===== config.mk =====
export PLATFORM = sky130hd
export DESIGN_NAME = usf_top
export DESIGN_NICKNAME = d
export VERILOG_FILES = /design/src/verilog/usf_top.v
export VERILOG_INCLUDE_DIRS = /design/src /design/src/verilog
export SDC_FILE = /design/constraint.sdc
export NUM_CORES = 1
export LEC_CHECK = 0
export ABC_AREA = 1
export BUFFER_PORTS_ARGS = -buffer_cell sky130_fd_sc_hd__clkbuf_2
export CORE_MARGIN = 2
export CORE_UTILIZATION = 51
export DETAILED_ROUTE_END_ITERATION = 8
export MAX_ROUTING_LAYER = met4
export PLACE_DENSITY_LB_ADDON = 0.3
export SLEW_MARGIN = 15
export SYNTH_ARGS = -nofsm -noshare
export SYNTH_HDL_FRONTEND = slang
export SYNTH_SLANG_ARGS = --single-unit

===== constraint.sdc =====
create_clock -name sys_clk -period 2.8 [get_ports sys_clk]
set_input_delay 0.42 -clock sys_clk [delete_from_list [all_inputs] [get_ports sys_clk]]
set_output_delay 0.42 -clock sys_clk [all_outputs]
set_load 0.01 [all_outputs]

===== src/verilog/usf_defines.vh =====
// Register map, field positions, reset values and timing counts of the serial status block.
`ifndef USF_DEFINES_VH
`define USF_DEFINES_VH
// ----------------------------------------
// Register word indices (byte offset is four times the index)
// ----------------------------------------
`define USF_OFS_CTRL1 3'h0
`define USF_OFS_CTRL2 3'h1
`define USF_OFS_CTRL3 3'h2
`define USF_OFS_STAT1 3'h3
`define USF_OFS_STAT2 3'h4
`define USF_OFS_DATA 3'h5
`define USF_OFS_BAUD 3'h6
// ----------------------------------------
// Field positions
// ----------------------------------------
`define USF_C1_CHAR9 4
`define USF_C1_WAKE 3
`define USF_C1_PEN 1
`define USF_C1_PODD 0
`define USF_C2_STBY 1
`define USF_C2_SBK 0
`define USF_C2_TXEN 3
`define USF_C2_RXEN 2
`define USF_C3_RB8 7
`define USF_C3_TB8 6
// ----------------------------------------
// Reset values and timing
// ----------------------------------------
`define USF_CTRL_RST 8'h00
`define USF_BAUD_RST 16'h006B
`define USF_TICKS_PER_BIT 5'h10
`define USF_SLOT_LAST 4'h9
`define USF_IDLE8_TICKS 8'hA0
`define USF_IDLE9_TICKS 8'hB0
`endif


===== src/verilog/usf_top.v =====
// Serial transceiver with status, error flags, break, wakeup and ninth bit.
`timescale 1ns/1ps
`default_nettype none
`include "usf_defines.vh"
module usf_top #(
  parameter [15:0] BAUD_DIV = `USF_BAUD_RST
) (
  // Clock and reset
  input wire sys_clk,
  input wire reset_n,
  // Wishbone slave
  input wire wb_cyc_i,
  input wire wb_stb_i,
  input wire wb_we_i,
  input wire [7:0] wb_adr_i,
  input wire [3:0] wb_sel_i,
  input wire [31:0] wb_dat_i,
  output reg [31:0] wb_dat_o,
  output reg wb_ack_o,
  // Serial line
  input wire rxd,
  output reg txd,
  // Interrupt requests
  output reg tx_irq,
  output reg rx_irq,
  output reg err_irq
);

  // ----------------------------------------
  // Bus decode
  // ----------------------------------------
  // Matches an aligned word of the map against one register index.
  function hit;
    input [7:0] adr;
    input [2:0] idx;
    begin
      hit = (adr[7:5] == 3'h0) && (adr[1:0] == 2'h0) && (adr[4:2] == idx);
    end
  endfunction

  wire acc = wb_cyc_i & wb_stb_i & ~wb_ack_o;
  wire wr = acc & wb_we_i & wb_sel_i[0];
  wire rd = acc & ~wb_we_i;
  wire wr_c1 = wr & hit(wb_adr_i, `USF_OFS_CTRL1);
  wire wr_c2 = wr & hit(wb_adr_i, `USF_OFS_CTRL2);
  wire wr_c3 = wr & hit(wb_adr_i, `USF_OFS_CTRL3);
  wire wr_dat = wr & hit(wb_adr_i, `USF_OFS_DATA);
  wire wr_baud = wr & hit(wb_adr_i, `USF_OFS_BAUD);
  wire rd_st1 = rd & hit(wb_adr_i, `USF_OFS_STAT1);
  wire rd_st2 = rd & hit(wb_adr_i, `USF_OFS_STAT2);
  wire rd_dat = rd & hit(wb_adr_i, `USF_OFS_DATA);

  // ----------------------------------------
  // Control registers
  // ----------------------------------------
  reg [7:0] ctrl1_q;
  reg [7:0] ctrl2_q;
  reg [3:0] err_en_q;
  reg tb8_q;
  reg rb8_q;
  reg [15:0] baud_q;
  reg [7:0] txbuf_q;
  reg [7:0] rxbuf_q;
  wire char9 = ctrl1_q[`USF_C1_CHAR9];
  wire wake_addr = ctrl1_q[`USF_C1_WAKE];
  wire pen = ctrl1_q[`USF_C1_PEN];
  wire podd = ctrl1_q[`USF_C1_PODD];
  wire stby = ctrl2_q[`USF_C2_STBY];
  wire send_break = ctrl2_q[`USF_C2_SBK];
  wire tx_en = ctrl2_q[`USF_C2_TXEN];
  wire rx_en = ctrl2_q[`USF_C2_RXEN];
  wire [3:0] frame_len = char9 ? 4'hB : 4'hA;
  wire [3:0] stop_idx = char9 ? 4'hA : 4'h9;

  // ----------------------------------------
  // Oversampling tick, sixteen per bit
  // ----------------------------------------
  reg [15:0] div_q;
  wire tick = (div_q == 16'h0000);
  always @(posedge sys_clk or negedge reset_n) begin
    if (!reset_n) begin
      div_q <= 16'h0000;
    end else if (tick) begin
      div_q <= baud_q;
    end else begin
      div_q <= div_q - 16'h0001;
    end
  end

  // ----------------------------------------
  // Receiver
  // ----------------------------------------
  reg rx_st_q;
  reg [3:0] rx_sub_q;
  reg [3:0] rx_bit_q;
  reg [1:0] rx_smp_q;
  reg [8:0] rx_sh_q;
  reg rx_nz_q;
  reg [7:0] ones_q;
  reg rpf_q;
  reg brk_ok_q;
  reg bkf_q;
  reg bkf_arm_q;
  reg idle_ok_q;
  wire [2:0] trio = {rx_smp_q, rxd};
  wire maj = (trio[0] & trio[1]) | (trio[0] & trio[2]) | (trio[1] & trio[2]);
  wire noisy = ~(&trio) & (|trio);
  wire slot = tick & rx_st_q & (rx_sub_q == `USF_SLOT_LAST);
  wire false_start = slot & (rx_bit_q == 4'h0) & maj;
  wire rx_done = slot & (rx_bit_q == stop_idx);
  wire [7:0] idle_ticks = char9 ? `USF_IDLE9_TICKS : `USF_IDLE8_TICKS;
  wire idle_ev = tick & ~rx_st_q & rxd & (ones_q == idle_ticks - 8'h01);
  wire top_bit = char9 ? rx_sh_q[8] : rx_sh_q[7];
  wire is_brk = ~maj & (char9 ? (rx_sh_q == 9'h000) : (rx_sh_q[7:0] == 8'h00));
  wire par_bad = pen & ((char9 ? ^rx_sh_q : ^rx_sh_q[7:0]) != podd);
  // Only a finished character may wake by address mark; a stale top bit in the shifter must not.
  wire addr_wake = rx_done & stby & wake_addr & top_bit;
  wire idle_wake = stby & ~wake_addr & idle_ev;
  wire take = rx_done & (~stby | addr_wake);
  wire [5:0] rxf_q;
  wire load = take & ~rxf_q[5];
  wire ovr = take & rxf_q[5];

  // Bit sampling: three samples around mid bit, majority vote, start check.
  always @(posedge sys_clk or negedge reset_n) begin
    if (!reset_n) begin
      rx_st_q <= 1'b0;
      rx_sub_q <= 4'h0;
      rx_bit_q <= 4'h0;
      rx_smp_q <= 2'h0;
      rx_sh_q <= 9'h000;
      rx_nz_q <= 1'b0;
      ones_q <= 8'h00;
      rpf_q <= 1'b0;
      brk_ok_q <= 1'b1;
    end else if (!rx_en) begin
      rx_st_q <= 1'b0;
      ones_q <= 8'h00;
      rpf_q <= 1'b0;
    end else if (tick) begin
      if (!rx_st_q) begin
        if (!rxd) begin
          rx_st_q <= 1'b1;
          rx_sub_q <= 4'h1;
          rx_bit_q <= 4'h0;
          rx_nz_q <= 1'b0;
          rpf_q <= 1'b1;
          ones_q <= 8'h00;
        end else begin
          brk_ok_q <= 1'b1;
          if (idle_ev) begin
            rpf_q <= 1'b0;
          end
          if (ones_q != idle_ticks) begin
            ones_q <= ones_q + 8'h01;
          end
        end
      end else begin
        rx_sub_q <= rx_sub_q + 4'h1;
        rx_smp_q <= {rx_smp_q[0], rxd};
        if (rx_sub_q == 4'hF) begin
          rx_bit_q <= rx_bit_q + 4'h1;
        end
        if (slot) begin
          rx_nz_q <= rx_nz_q | noisy;
          if (false_start) begin
            rx_st_q <= 1'b0;
            rpf_q <= 1'b0;
          end else if (rx_done) begin
            rx_st_q <= 1'b0;
            rpf_q <= 1'b0;
            if (load & is_brk & brk_ok_q) begin
              brk_ok_q <= 1'b0;
            end
          end else if (rx_bit_q != 4'h0) begin
            rx_sh_q[rx_bit_q - 4'h1] <= maj;
          end
        end
      end
    end
  end

  // ----------------------------------------
  // Receive flags and their clearing sequence
  // ----------------------------------------
  // Order: full, idle, overrun, noise, framing, parity.
  wire [5:0] rx_set;
  assign rx_set[5] = load;
  assign rx_set[4] = idle_ev & idle_ok_q & ~stby;
  assign rx_set[3] = ovr;
  assign rx_set[2] = load & (rx_nz_q | noisy);
  assign rx_set[1] = load & ~maj;
  assign rx_set[0] = load & par_bad;
  reg [5:0] flag_q;
  reg [5:0] arm_q;
  wire [5:0] flag_d;
  wire [5:0] arm_d;
  assign rxf_q = flag_q;
  genvar g;
  generate
    for (g = 0; g < 6; g = g + 1) begin : g_flag
      // Arming needs the flag set at the status read; a set in the clearing cycle wins.
      assign flag_d[g] = rx_set[g] | (flag_q[g] & ~(rd_dat & arm_q[g]));
      assign arm_d[g] = ~rd_dat & (arm_q[g] | (rd_st1 & flag_q[g]));
    end
  endgenerate

  // Flag storage, arming, break flag and idle permission.
  always @(posedge sys_clk or negedge reset_n) begin
    if (!reset_n) begin
      flag_q <= 6'h00;
      arm_q <= 6'h00;
      bkf_q <= 1'b0;
      bkf_arm_q <= 1'b0;
      idle_ok_q <= 1'b0;
    end else begin
      flag_q <= flag_d;
      arm_q <= arm_d;
      if (load & is_brk & brk_ok_q) begin
        bkf_q <= 1'b1;
      end else if (rd_dat & bkf_arm_q) begin
        bkf_q <= 1'b0;
      end
      bkf_arm_q <= ~rd_dat & (bkf_arm_q | (rd_st2 & bkf_q));
      if (load) begin
        idle_ok_q <= 1'b1;
      end else if ((flag_q[4] & ~flag_d[4]) | (wr_c2 & wb_dat_i[`USF_C2_RXEN] & ~rx_en)) begin
        idle_ok_q <= 1'b0;
      end
    end
  end

  // Data buffer and ninth bit keep their value through reset.
  always @(posedge sys_clk) begin
    if (load) begin
      rxbuf_q <= rx_sh_q[7:0];
      rb8_q <= char9 ? (rx_sh_q[8] & ~is_brk) : rx_sh_q[7];
    end
    if (wr_dat) begin
      txbuf_q <= wb_dat_i[7:0];
    end
    if (wr_c3) begin
      tb8_q <= wb_dat_i[`USF_C3_TB8];
    end
  end

  // ----------------------------------------
  // Transmitter
  // ----------------------------------------
  reg [10:0] tx_sh_q;
  reg [3:0] tx_left_q;
  reg [3:0] tx_sub_q;
  reg pre_q;
  reg brk_pend_q;
  reg brk_run_q;
  reg te_q;
  reg te_arm_q;
  reg tc_q;
  wire tx_idle = (tx_left_q == 4'h0);
  wire brk_req = send_break | brk_pend_q;
  wire [8:0] tdat = {tb8_q, txbuf_q};
  wire par_bit = podd ^ (char9 ? ^tdat[7:0] : ^tdat[6:0]);
  wire b8 = char9 ? (pen ? par_bit : tdat[8]) : 1'b1;
  wire b7 = (~char9 & pen) ? par_bit : tdat[7];
  wire [10:0] frame = {1'b1, b8, b7, tdat[6:0], 1'b0};
  wire tx_start = tick & tx_idle & tx_en;
  wire tx_load = tx_start & ~brk_req & ~pre_q & ~te_q;
  wire bit_end = tick & ~tx_idle & (tx_sub_q == 4'hF);

  // Shifter: preamble, break, tail one after break, or data frame.
  always @(posedge sys_clk or negedge reset_n) begin
    if (!reset_n) begin
      tx_sh_q <= 11'h7FF;
      tx_left_q <= 4'h0;
      tx_sub_q <= 4'h0;
      pre_q <= 1'b0;
      brk_pend_q <= 1'b0;
      brk_run_q <= 1'b0;
    end else begin
      if (wr_c2 & wb_dat_i[`USF_C2_TXEN] & ~tx_en) begin
        pre_q <= 1'b1;
      end
      if (wr_c2 & wb_dat_i[`USF_C2_SBK]) begin
        brk_pend_q <= 1'b1;
      end
      if (tx_start) begin
        tx_sub_q <= 4'h0;
        tx_left_q <= frame_len;
        if (brk_req) begin
          tx_sh_q <= 11'h000;
          brk_run_q <= 1'b1;
          brk_pend_q <= 1'b0;
          pre_q <= 1'b0;
        end else if (pre_q) begin
          tx_sh_q <= 11'h7FF;
          pre_q <= 1'b0;
        end else if (!te_q) begin
          tx_sh_q <= frame;
        end else begin
          tx_left_q <= 4'h0;
        end
      end else if (bit_end & (tx_left_q == 4'h1) & brk_run_q) begin
        tx_sub_q <= 4'h0;
        if (brk_req) begin
          tx_sh_q <= 11'h000;
          tx_left_q <= frame_len;
          brk_pend_q <= 1'b0;
        end else begin
          tx_sh_q <= 11'h7FF;
          tx_left_q <= 4'h1;
          brk_run_q <= 1'b0;
        end
      end else if (bit_end) begin
        tx_sh_q <= {1'b1, tx_sh_q[10:1]};
        tx_left_q <= tx_left_q - 4'h1;
        tx_sub_q <= 4'h0;
      end else if (tick & ~tx_idle) begin
        tx_sub_q <= tx_sub_q + 4'h1;
      end
    end
  end

  // Transmit empty and complete flags.
  always @(posedge sys_clk or negedge reset_n) begin
    if (!reset_n) begin
      te_q <= 1'b1;
      te_arm_q <= 1'b0;
      tc_q <= 1'b1;
    end else begin
      if (tx_load) begin
        te_q <= 1'b1;
      end else if (wr_dat & te_arm_q) begin
        te_q <= 1'b0;
      end
      te_arm_q <= ~wr_dat & (te_arm_q | (rd_st1 & te_q));
      tc_q <= te_q & ~(wr_dat & te_arm_q) & tx_idle & ~pre_q & ~brk_req;
    end
  end

  // ----------------------------------------
  // Software registers and bus answer
  // ----------------------------------------
  always @(posedge sys_clk or negedge reset_n) begin
    if (!reset_n) begin
      ctrl1_q <= `USF_CTRL_RST;
      ctrl2_q <= `USF_CTRL_RST;
      err_en_q <= 4'h0;
      baud_q <= BAUD_DIV;
      wb_ack_o <= 1'b0;
      wb_dat_o <= 32'h00000000;
    end else begin
      wb_ack_o <= acc;
      if (wr_c1) begin
        ctrl1_q <= wb_dat_i[7:0];
      end
      if (wr_c2) begin
        ctrl2_q <= wb_dat_i[7:0];
      end else if (addr_wake | idle_wake) begin
        ctrl2_q[`USF_C2_STBY] <= 1'b0;
      end
      if (wr_c3) begin
        err_en_q <= wb_dat_i[3:0];
      end
      if (wr_baud) begin
        baud_q <= wb_dat_i[15:0];
      end
      if (rd) begin
        case (wb_adr_i[4:2])
          `USF_OFS_CTRL1: wb_dat_o <= {24'h000000, ctrl1_q};
          `USF_OFS_CTRL2: wb_dat_o <= {24'h000000, ctrl2_q};
          `USF_OFS_CTRL3: wb_dat_o <= {24'h000000, rb8_q, tb8_q, 2'h0, err_en_q};
          `USF_OFS_STAT1: wb_dat_o <= {24'h000000, te_q, tc_q, flag_q};
          `USF_OFS_STAT2: wb_dat_o <= {30'h00000000, bkf_q, rpf_q};
          `USF_OFS_DATA: wb_dat_o <= {24'h000000, rxbuf_q};
          `USF_OFS_BAUD: wb_dat_o <= {16'h0000, baud_q};
          default: wb_dat_o <= 32'h00000000;
        endcase
        if (wb_adr_i[7:5] != 3'h0 || wb_adr_i[1:0] != 2'h0) begin
          wb_dat_o <= 32'h00000000;
        end
      end
    end
  end

  // ----------------------------------------
  // Line output and interrupt requests
  // ----------------------------------------
  always @(posedge sys_clk or negedge reset_n) begin
    if (!reset_n) begin
      txd <= 1'b1;
      tx_irq <= 1'b0;
      rx_irq <= 1'b0;
      err_irq <= 1'b0;
    end else begin
      txd <= tx_idle | tx_sh_q[0];
      tx_irq <= (te_q & ctrl2_q[7]) | (tc_q & ctrl2_q[6]);
      rx_irq <= ~stby & ((flag_q[5] & ctrl2_q[5]) | (flag_q[4] & ctrl2_q[4]));
      err_irq <= ~stby & |(flag_q[3:0] & err_en_q);
    end
  end

endmodule // usf_top
`default_nettype wire


* After elaboration in Yosys (flattened, before gate mapping)
Cells that the tools add are included.
Operators by class: div/mod/pow operators 0, muxes and demuxes 89, order comparisons 2, multipliers 0, bitwise gates (word level) 153, reductions and logical operators 46, shift operators 0, add/subtract/negate cells 8, equal/unequal tests 29
Operators with widths (number):
- $pmux W16 S7 | 1
- $and A1 B1 Y1 | 99
- $mux W11 | 7
- $mux W4 | 16
- $mux W1 | 54
- $mux W8 | 5
- $mux W32 | 1
- $not A1 Y1 | 28
- $or A1 B1 Y1 | 24
- $logic_not A16 Y1 | 1
- $mux W16 | 1
- $reduce_xor A8 Y1 | 2
- $sub A16 B1 Y16 const B | 1
- $reduce_and A3 Y1 | 5
- $ne A2 B1 Y1 const B | 7
- $reduce_and A7 Y1 | 2
- $reduce_bool A2 Y1 | 7
- $add A4 B1 Y4 const B | 3
- $eq A4 B4 Y1 const B | 3
- $reduce_and A4 Y1 | 3
- $bwmux W9 | 1
- $eq A3 B3 Y1 const B | 3
- $logic_and A1 B1 Y1 | 9
- $logic_not A9 Y1 | 1
- other kinds (33) | 43
Word-level totals: memories 0, memory bits (writable) 0, word-level logic and storage cells 366, register bits after elaboration 178, input port bits 50, bits in latches 0, output and inout bits 37, bits in read-only memories 0

* Depth between registers and ports, before layout
Gate-level depths: netlist of run 1.
depth after elaboration 17, gate-level depth with buffers 13, depth with buffers taken out 13

* Worst setup path after synthesis of run 1
No wires, ideal clock.
kind register to register, start reg div_q[0], end reg rb8_q (enable), arrival 1.631 ns, cell stages (with the launch flop) 9, slack 0.840 ns, library setup time 0.329 ns, cells stage by stage dfrtp_1 > inv_1 > ha_1 > nand3_1 > nor2_2 > nand3_1 > nor3_2 > nand2_1 > inv_1
On the way: longest elaborated chain between the ends 10
Ends and longest elaborated chain:
- from (decl) | RTL line usf_top.v:78 | reg [15:0] div_q;
- from (signal assigned) | RTL line usf_top.v:84 | div_q <= baud_q;
- from (signal assigned) | RTL line usf_top.v:86 | div_q <= div_q - 16'h0001;
- $logic_not A16 Y1 (*) | RTL line usf_top.v:79 | wire tick = (div_q == 16'h0000);
- $and A1 B1 Y1 (*) (2 in a row) | RTL line usf_top.v:108 | wire slot = tick & rx_st_q & (rx_sub_q == `USF_SLOT_LAST);
- $and A1 B1 Y1 (*) | RTL line usf_top.v:110 | wire rx_done = slot & (rx_bit_q == stop_idx);
- $and A1 B1 Y1 (3 in a row) | RTL line usf_top.v:117 | wire addr_wake = rx_done & stby & wake_addr & top_bit;
- $or A1 B1 Y1 | RTL line usf_top.v:119 | wire take = rx_done & (~stby | addr_wake);
- $and A1 B1 Y1 (*) | RTL line usf_top.v:119
- $and A1 B1 Y1 (*) | RTL line usf_top.v:121 | wire load = take & ~rxf_q[5];
- via load | RTL line usf_top.v:121
- to (signal assigned) | RTL line usf_top.v:237 | rb8_q <= char9 ? (rx_sh_q[8] & ~is_brk) : rx_sh_q[7];
- to (decl) | RTL line usf_top.v:60 | reg rb8_q;
Mark *: on every way through the listed nets, which the timed path passes. The rest lies on a longest branch. A chain may end at the register's enable or synchronous reset.

* Worst setup path after layout of run 1
start reg div_q[0], end reg tx_sh_q[4]
On the way: longest elaborated chain between the ends 7, elaborated cells on any way between the ends 12
Ends and longest elaborated chain:
- $logic_not A16 Y1 (*) | RTL line usf_top.v:79
- $and A1 B1 Y1 (2 in a row) | RTL line usf_top.v:268 | wire bit_end = tick & ~tx_idle & (tx_sub_q == 4'hF);
- $and A1 B1 Y1 (2 in a row) | RTL line usf_top.v:302 | end else if (bit_end & (tx_left_q == 4'h1) & brk_run_q) begin
- $reduce_bool A3 Y1 (no line) or $mux W11 (tied branches)
- $reduce_and A2 Y1 (no line) or $mux W11 (tied branches)
- to (signal assigned) | RTL line usf_top.v:298 | tx_sh_q <= frame;
- to (signal assigned) | RTL line usf_top.v:314 | tx_sh_q <= {1'b1, tx_sh_q[10:1]};
- to (decl) | RTL line usf_top.v:250 | reg [10:0] tx_sh_q;
Mark *: on every way between the ends. The rest lies on a longest branch, timed or not.

==> impl_metrics.yaml, run 1 <==
outcome:
  outcome: "complete, no violations"
pwr:
  swShare_pct: 24.8
  seq_power_share_pct: 47.9
  power_frac_comb_pct: 5.8
  power_density_nw_per_um2: 532
  p_leak_nw: 4.66
  internal_power_mw: 3.85
  p_clk_share_pct: 46.2
  vdd_drop_max_v: 0.000476
  power.switching_mw: 1.27
worst_setup_path:
  required_ns: 3.17
  worstPathMaxFanout: 14
  cp-end-kind: "flop"
  start_kind: "flop"
  reg2reg_slack_ns: 0.39
  crit_path_max_incr_delay_ns: 0.36
  path_class: "reg2reg"
  arrival_ns: 2.78
  crit_slowest_cell: "dfrtp_1"
  path_delay_family: "simple AND/OR/NAND/NOR gates"
  path_buf_inv: 2
  worstPathCellList: "inv_1 -> ha_1 -> nand3_1 -> nor2_2 -> nand2_4 -> nor2_4 -> inv_2 -> nand2_2 -> nand2_2 -> nor2_2 -> nand2_1 -> nor2_1 -> nor2_1"
routing:
  drt_wl_total_um: 20800
  avgViaCountPerCell: 5.30
  drt_iter0_drc: 458
  ant_nets: 0
  drc: 0
  post_drt_wl_per_cell_um: 15.5
  drt-pass1-iter-count: 6
  num_vias: 7106
floorplanning:
  start_util_pct: 51.8
  row_count: 47
  die_h_um: 133
  io_pins: 87
  die_area_um2: 17800
  die_w_um: 133
  core_area_um2: 16500
finish:
  nNetsFinal: 1177
  drive_above_1_share_pct: 13.6
  area_growth_syn_to_layout_pct: 12.8
  fillers: 1515
  multi_input_area_um2: 3630
  regArea_um2: 4170
  num_antenna_cells: 0
min_path:
  min_path_type: "in2reg"
global_route:
  met3_usage_pct: 4.64
  grt.overflow.total: 0
  busiest_layer: "met2"
  track_usage_pct: 25.2
  met2_usage_pct: 42.5
  grt_pass1_vias: 7037
  use_met1_pct: 30.9
  grt_pass1_wl_um: 34600
  antenna_found_initial: 0
  grt_max_degree: 63
sta:
  layout_setup_ws_ns: 0.389
  finalSetupViolCount: 0
  grt_setup_unrepaired: "false"
  finalClockSkew_ns: 0.00771
  min_period_ns: 2.41
  fin_crit_sh_pct: 86.1
  setup_tns_ns: 0
  drv_slew: 0
  relSlewSlack_pct: 43.5
  max_freq_ghz: 0.415
  hold_viol_final: 0
  worst_pin_slew_ns: 0.840
yosys:
  yosysUniqueCellTypes: 49
  synthArstFlopShare_pct: 88.9
  syn_area_per_cell_um2: 8.17
  yosysWarnings: 0
  ys_ff_latch: 162
  syn_area_um2: 8530
  synth-main-ff-cell: "dfrtp_1"
  syn_inst: 1044
  synth_edf_count: 18
  ys_seq_area_share_pct: 48.9
placed_design:
  portBuffers: 51
  globalplace.congestion: 0.952
  dp_slack_ns: 0.449
  dp_hpwl_um: 15400
flow_run:
  max-cap-violations: 0
clock_tree:
  cts.clk_slew.worst_paths_ns: 0.07
  holdBufCountCts: 1
  cts_tree: "yes"
  insertion_delay_ns: 0.43
  cts.sinks: 162
  post_cts_buffers: 0
  cts_buffers: 17
  root_buffer: "clkbuf_16"
  post_cts_resize_count: 0
  cts_buffer_depth: 2
  cts_max_level: 4
-- synthesized netlist by cell type, drive strengths merged (6+ instances only) --
cell type  count  area share [%]
nand2        227              10
clkbuf         9            0.40
nor2         131             6.5
nand4         16             1.2
edfxtp        18             6.3
ha            20             2.9
nand3         61             3.6
dfstp         20             6.2
dfrtp        124              36
o21ai        102             6.0
xor2          15             1.5
nor3          21             1.5
o21a           8            0.70
xnor2         10             1.0
inv          149             6.6
buf           26             2.1
o31ai          6            0.53
a21oi         25             1.5
o22ai         14             1.0
-- cell families (layout without fill, tap and decap cells) --
group | count (synthesis) | after routing | synth area share [%]
compound gates | 178 | 178 | 11.8
fa+ha+maj | 20 | 20 | 2.94
xor+xnor | 25 | 25 | 2.57
flops | 162 | 162 | 48.9
buf+inv | 186 | 247 | 9.13
simple gates | 468 | 468 | 24.1
other cells | 1 | 16 | 0.0440
mux | 4 | 4 | 0.528
-- flip-flops by register name, indices dropped and copies added, names as in the netlist, 2 cells and up --
| signal | count |
|---|---|
| rx_bit_q | 4 |
| arm_q | 6 |
| ctrl1_q | 8 |
| wb_dat_o | 16 |
| tx_left_q | 4 |
| rxbuf_q | 8 |
| rx_smp_q | 2 |
| txbuf_q | 8 |
| err_en_q | 4 |
| ones_q | 8 |
| tx_sub_q | 4 |
| flag_q | 6 |
| rx_sub_q | 4 |
| baud_q | 16 |
| rx_sh_q | 9 |
| div_q | 16 |
| ctrl2_q | 8 |
| tx_sh_q | 11 |
-- metrics by stage --
step,utilization (%),instance area (um2),hold slack (ns),cells,power [mW]
global placement,54.7,9010,0.431,1307,2.79
floorplan,-,8580,0.124,1059,2.68
detailed placement,54.7,9010,0.439,1307,2.80
global route,58.4,9620,0.175,1340,5.27
finish,58.4,9620,0.183,1340,5.12
CTS,58.4,9620,0.174,1340,5.14
-- cell usage in the layout (no fill, tap or decap), drive strengths merged, types with 2 or more instances in the layout --
master / netlist / final
a211oi: 4 / 4
a21oi: 25 / 25
a31oi: 5 / 5
buf: 26 / 13
bufinv: 0 / 2
clkbuf: 9 / 67
clkinv: 2 / 6
clkinvlp: 0 / 4
conb: 1 / 16
dfrtp: 124 / 124
dfstp: 20 / 20
edfxtp: 18 / 18
ha: 20 / 20
inv: 149 / 154
mux2: 4 / 4
nand2: 227 / 227
nand3: 61 / 61
nand3b: 2 / 2
nand4: 16 / 16
nor2: 131 / 131
nor3: 21 / 21
nor3b: 2 / 2
nor4: 5 / 5
o2111ai: 2 / 2
o211ai: 2 / 2
o21a: 8 / 8
o21ai: 102 / 102
o221ai: 4 / 4
o22ai: 14 / 14
o31ai: 6 / 6
or2: 3 / 3
xnor2: 10 / 10
xor2: 15 / 15
-- power by group through the flow --
stage	clock [mW]	sequential [mW]	combinational [mW]
final	2.37	2.45	0.298
after CTS	2.39	2.45	0.302
after global placement	0	2.50	0.294
after detailed placement	0	2.50	0.300
after global routing	2.48	2.46	0.334
after floorplan	0	2.49	0.189
-- per-layer routing --
layer  share of wire [%]  up-vias
met1                  44     3390
met4                 2.3        0
met5                   0        -
met3                 4.5       38
li1                    -     3494
met2                  50      184
-- path summary, 6_finish.rpt --
| kind | startpoint | end | depth (start not counted) |
|---|---|---|---|
| max in group asynchronous | reset_n | tx_sh_q[2] | 3 |
| min reg2reg | rx_sh_q[6] | rxbuf_q[6] | 0 |
| min | wb_dat_i[1] | txbuf_q[1] | 1 |
| max | div_q[0] | tx_sh_q[4] | 13 |
| max reg2reg | div_q[0] | tx_sh_q[4] | 13 |
| min in group asynchronous | reset_n | div_q[11] | 2 |
-- cell type report --
cell class	instances	share of cell area (%)
Tap cell	220	2.86
Clock inverter	15	1.81
Timing Repair Buffer	64	3.89
Sequential cell	162	43.3
Inverter	151	5.89
Clock buffer	17	4.42
Multi-Input combinational cell	711	37.8
Power figures use the tool's default switching activity.
==> run 2: changes to the inputs <==
--- a/config.mk
+++ b/config.mk
@@ -6,7 +6,6 @@
 export SDC_FILE = /design/constraint.sdc
 export NUM_CORES = 1
 export LEC_CHECK = 0
-export ABC_AREA = 1
 export BUFFER_PORTS_ARGS = -buffer_cell sky130_fd_sc_hd__clkbuf_2
 export CORE_MARGIN = 2
 export CORE_UTILIZATION = 51
==> impl_metrics.yaml, run 2 <==
outcome:
  outcome: "complete, no violations"
sta:
  min_period_ns: 2.53
  finalSetupViolCount: 0
  worst_pin_slew_ns: 0.816
  finalClockSkew_ns: 0.0109
  max_freq_ghz: 0.395
  hold_viol_final: 0
  drv_slew: 0
  grt_setup_unrepaired: "false"
  relSlewSlack_pct: 44.8
  fin_crit_sh_pct: 90.5
  setup_tns_ns: 0
  hold_ws_ns: 0.214
  layout_setup_ws_ns: 0.266
worst_setup_path:
  worstPathMaxFanout: 18
  crit_start: "div_q[10]"
  start_kind: "flop"
  required_ns: 3.16
  arrival_ns: 2.89
  reg2reg_from: "div_q[10]"
  path_class: "reg2reg"
  cp-end-kind: "flop"
routing:
  avgViaCountPerCell: 5.67
  num_vias: 6174
  ant_nets: 0
  drt_iter0_drc: 506
  drt-pass1-iter-count: 5
  drc: 0
  post_drt_wl_per_cell_um: 17.3
  drt_wl_total_um: 18800
floorplanning:
  die_w_um: 132
  die_h_um: 132
  row_count: 46
  core_area_um2: 15900
  io_pins: 87
  start_util_pct: 52.2
  die_area_um2: 17300
global_route:
  grt_pass1_vias: 6041
  antenna_found_initial: 0
  grt.overflow.total: 0
  grt_max_degree: 65
  grt_pass1_wl_um: 30900
  track_usage_pct: 23.4
finish:
  nNetsFinal: 930
  final_common_cell: "dfrtp_1"
  drive_above_1_share_pct: 22.3
  fin_area_um2: 9360
  final_cell_mix: "124 x dfrtp_1, 77 x nand2_1, 66 x nor2_1"
  fillers: 1344
  final_core_util_pct: 58.9
  top_regs: "baud_q: 16 flops, div_q: 16 flops, wb_dat_o: 16 flops"
  area_growth_syn_to_layout_pct: 12.8
  num_antenna_cells: 0
  stdcell_count: 1089
flow_run:
  max-cap-violations: 0
placed_design:
  globalplace.congestion: 0.897
  placed_area_um2: 8780
  portBuffers: 51
  dp.cells: 1056
  dp_slack_ns: 0.369
  dp_hpwl_um: 13300
yosys:
  syn_area_per_cell_um2: 10.3
  synthArstFlopShare_pct: 88.9
  yosys.area.top_type: "dfrtp_1"
  synth_compound_area_share_pct: 12.3
  syn_inst: 806
  yosysUniqueCellTypes: 68
  yosys-top-cells-area: "dfrtp_1 37%, edfxtp_1 6.5%, mux2_2 6.5%"
  syn_area_um2: 8290
  synth-main-ff-cell: "dfrtp_1"
  synth-xor-area-share_pct: 3.49
  synth-simple-area-share_pct: 17.6
  synth_fa_ha_area_share_pct: 3.14
  post-synth-top-count-cell: "dfrtp_1"
  synth_top_area_share_pct: 37.4
  synth_top_family_by_area: "simple AND/OR/NAND/NOR gates"
  ys_seq_area_share_pct: 50.3
  yosysWarnings: 0
  synth_common_cells: "124 x dfrtp_1, 77 x nand2_1, 66 x nor2_1"
  synthMuxAreaShare_pct: 8.36
  ys_ff_latch: 162
  synth_edf_count: 18
clock_tree:
  cts_buffer_depth: 2
  root_buffer: "clkbuf_16"
  cts_buffers: 17
  cts_tree: "yes"
  post_cts_resize_count: 0
  cts.clk_slew.worst_paths_ns: 0.07
  insertion_delay_ns: 0.43
  cts_max_level: 4
  post_cts_buffers: 0
  holdBufCountCts: 1
  cts.sinks: 162
pwr:
  vdd_drop_max_v: 0.000427
  p_leak_nw: 4.19
  power_density_nw_per_um2: 621
  power.total_mw: 5.81
min_path:
  min_path_type: "in2reg"
  hp-start: "wb_dat_i[10]"
[run 2: logic make-up (layout without fill, tap and decap cells)]
logic type,after synthesis,count (layout)
flops,162,162
buf+inv,84,136
other cells,1,16
xor+xnor,33,33
mux,57,57
compound gates,169,169
simple gates,279,279
fa+ha+maj,21,21
[run 2: area by class of cell]
cell class                      count  area, um2  area share (%)
Timing Repair Buffer               73        454            4.85
Tap cell                          216        270            2.89
Sequential cell                   162       4170            44.6
Clock buffer                       20        468            5.00
Clock inverter                     12       95.1            1.02
Multi-Input combinational cell    575       3780            40.4
Inverter                           31        116            1.24
[run 2: power breakdown]
group          internal [mW]  total (mW)  switching [mW]
Clock                   1.23        2.24            1.01
Sequential              2.57        2.76           0.186
Combinational          0.356       0.821           0.465
Total                   4.16        5.81            1.66
[run 2: critical path, stage by stage (launching register included)]
cell	delay, ns
dfrtp_1	0.44
nor4_1	0.58
and4_1	0.35
buf_12	0.18
nand3_2	0.32
nor3_1	0.41
a21oi_1	0.09
o21ai_0	0.09
[run 2: worst paths after layout]
check                      cells past startpoint  slack [ns]          to
min in group asynchronous                      2        0.55  rx_sh_q[2]
min                                            2        0.21  baud_q[10]
max                                            7        0.27  tx_sh_q[2]
max in group asynchronous                      3        1.39  tx_sh_q[4]
max reg2reg                                    7        0.27  tx_sh_q[2]
min reg2reg                                    2        0.46  tx_sh_q[8]
[run 2: metal layers]
metal  vias to the layer above  GRT usage (%)  part of all wire [%]
met5                         -              -                     0
met4                         0           9.18                   2.4
met3                        31           5.75                   6.5
met2                       187           35.2                    46
met1                      3000           30.6                    45
li1                       2956              -                     -
==> run 3: changes to the inputs <==
--- a/config.mk
+++ b/config.mk
@@ -10,7 +10,7 @@
 export CORE_MARGIN = 2
 export CORE_UTILIZATION = 51
 export DETAILED_ROUTE_END_ITERATION = 8
-export MAX_ROUTING_LAYER = met4
+export HOLD_SLACK_MARGIN = 0.12
 export PLACE_DENSITY_LB_ADDON = 0.3
 export SLEW_MARGIN = 15
 export SYNTH_ARGS = -nofsm -noshare
==> impl_metrics.yaml, run 3 (synthesized netlist as in run 2, its figures left out) <==
finish:
  nNetsFinal: 930
  final_common_cell: "dfrtp_1"
  fillers: 1344
  fin_area_um2: 9360
  area_growth_syn_to_layout_pct: 12.8
  num_antenna_cells: 0
  final_cell_mix: "124 x dfrtp_1, 77 x nand2_1, 66 x nor2_1"
  drive_above_1_share_pct: 22.3
  top_regs: "baud_q: 16 flops, div_q: 16 flops, wb_dat_o: 16 flops"
floorplanning:
  die_h_um: 132
  row_count: 46
  io_pins: 87
  core_area_um2: 15900
  die_w_um: 132
  die_area_um2: 17300
  start_util_pct: 52.2
clock_tree:
  cts_tree: "yes"
  cts.sinks: 162
  cts_buffers: 17
  cts_buffer_depth: 2
  cts_max_level: 4
  root_buffer: "clkbuf_16"
  post_cts_resize_count: 0
  insertion_delay_ns: 0.43
  cts.clk_slew.worst_paths_ns: 0.07
pwr:
  power.switching_mw: 1.66
  seq_power_share_pct: 47.4
  internal_power_mw: 4.16
  p_leak_nw: 4.19
  power_density_nw_per_um2: 622
  swShare_pct: 28.5
  power_frac_comb_pct: 14.1
  vdd_drop_max_v: 0.000426
  p_clk_share_pct: 38.4
routing:
  drt-pass1-iter-count: 5
  drt_iter0_drc: 466
  post_drt_wl_per_cell_um: 17.3
  ant_nets: 0
  drt_wl_total_um: 18900
  drc: 0
  avgViaCountPerCell: 5.66
  num_vias: 6161
flow_run:
  max-cap-violations: 0
placed_design:
  dp_hpwl_um: 13300
  globalplace.congestion: 0.882
  placed_area_um2: 8780
  portBuffers: 51
min_path:
  min_path_type: "in2reg"
sta:
  max_freq_ghz: 0.394
  setup_tns_ns: 0
  grt_setup_unrepaired: "false"
  finalClockSkew_ns: 0.00993
  finalSetupViolCount: 0
  worst_pin_slew_ns: 0.792
  fin_crit_sh_pct: 90.7
  hold_viol_final: 0
  relSlewSlack_pct: 46.5
  drv_slew: 0
  min_period_ns: 2.54
worst_setup_path:
  arrival_ns: 2.90
  required_ns: 3.16
  crit_slowest_cell: "nor4_1"
  crit_path_max_incr_delay_ns: 0.58
  path_delay_family: "simple AND/OR/NAND/NOR gates"
  cp-end-kind: "flop"
  path_class: "reg2reg"
  start_kind: "flop"
  worstPathCellList: "nor4_1 -> and4_1 -> buf_12 -> nand3_2 -> nor3_1 -> a21oi_1 -> o21ai_0"
  path_buf_inv: 1
  worstPathMaxFanout: 18
global_route:
  grt_pass1_vias: 6029
  antenna_found_initial: 0
  grt.overflow.total: 0
  grt_max_degree: 65
  track_usage_pct: 22.7
  grt_pass1_wl_um: 31000
outcome:
  outcome: "complete, no violations"
## run 3: cell counts in the layout (fill, tap and decap cells not counted)
Identical to the previous run, type by type.
## run 3: routing by layer
metal | vias up | global-route usage, % | wire length, um
met3 | 29 | 6.21 | 1170
met5 | - | 0 | 0
met2 | 181 | 35.3 | 8660
li1 | 2951 | - | -
met4 | 0 | 8.45 | 440
met1 | 3000 | 30.6 | 8590
## run 3: worst paths after layout
path | from | to | slack (ns) | cells past startpoint
setup / recovery | div_q[10] | tx_sh_q[2] | 0.26 | 7
hold / removal | wb_dat_i[10] | baud_q[10] | 0.21 | 2
setup reg to reg | div_q[10] | tx_sh_q[2] | 0.26 | 7
hold reg to reg | tx_sh_q[8] | tx_sh_q[8] | 0.46 | 2
max in group asynchronous | reset_n | tx_sh_q[4] | 1.38 | 3
min in group asynchronous | reset_n | rx_sh_q[2] | 0.55 | 2
## run 3: through the flow
step                power [mW]  worst slack, ns  util [%]  cells  hold WS, ns
global placement          3.59            0.394      55.3   1056        0.452
CTS                       5.85            0.291      58.9   1089        0.200
global route              6.07            0.120      58.9   1089        0.201
floorplan                 3.35            0.382         -    821        0.124
finish                    5.82            0.262      58.9   1089        0.214
detailed placement        3.61            0.369      55.3   1056        0.450
## run 3: final cells by class
cell class	instances	area (um2)	share of cell area [%]
Timing Repair Buffer	73	454	4.85
Multi-Input combinational cell	575	3780	40.4
Clock inverter	12	95.1	1.02
Inverter	31	116	1.24
Tap cell	216	270	2.89
Sequential cell	162	4170	44.6
Clock buffer	20	468	5.00
## run 3: timing repair
action / in CTS / in global routing
setup buffers: 0 / 0
hold buffers: 1 / 0
endpoints found under the hold margin: 56 / 0
## run 3: power groups by stage
stage	registers [mW]	logic (mW)	clock network [mW]
after global placement	2.79	0.800	0
after global routing	2.78	0.924	2.36
after detailed placement	2.79	0.820	0
final	2.76	0.822	2.24
after floorplan	2.76	0.589	0
after CTS	2.75	0.826	2.27
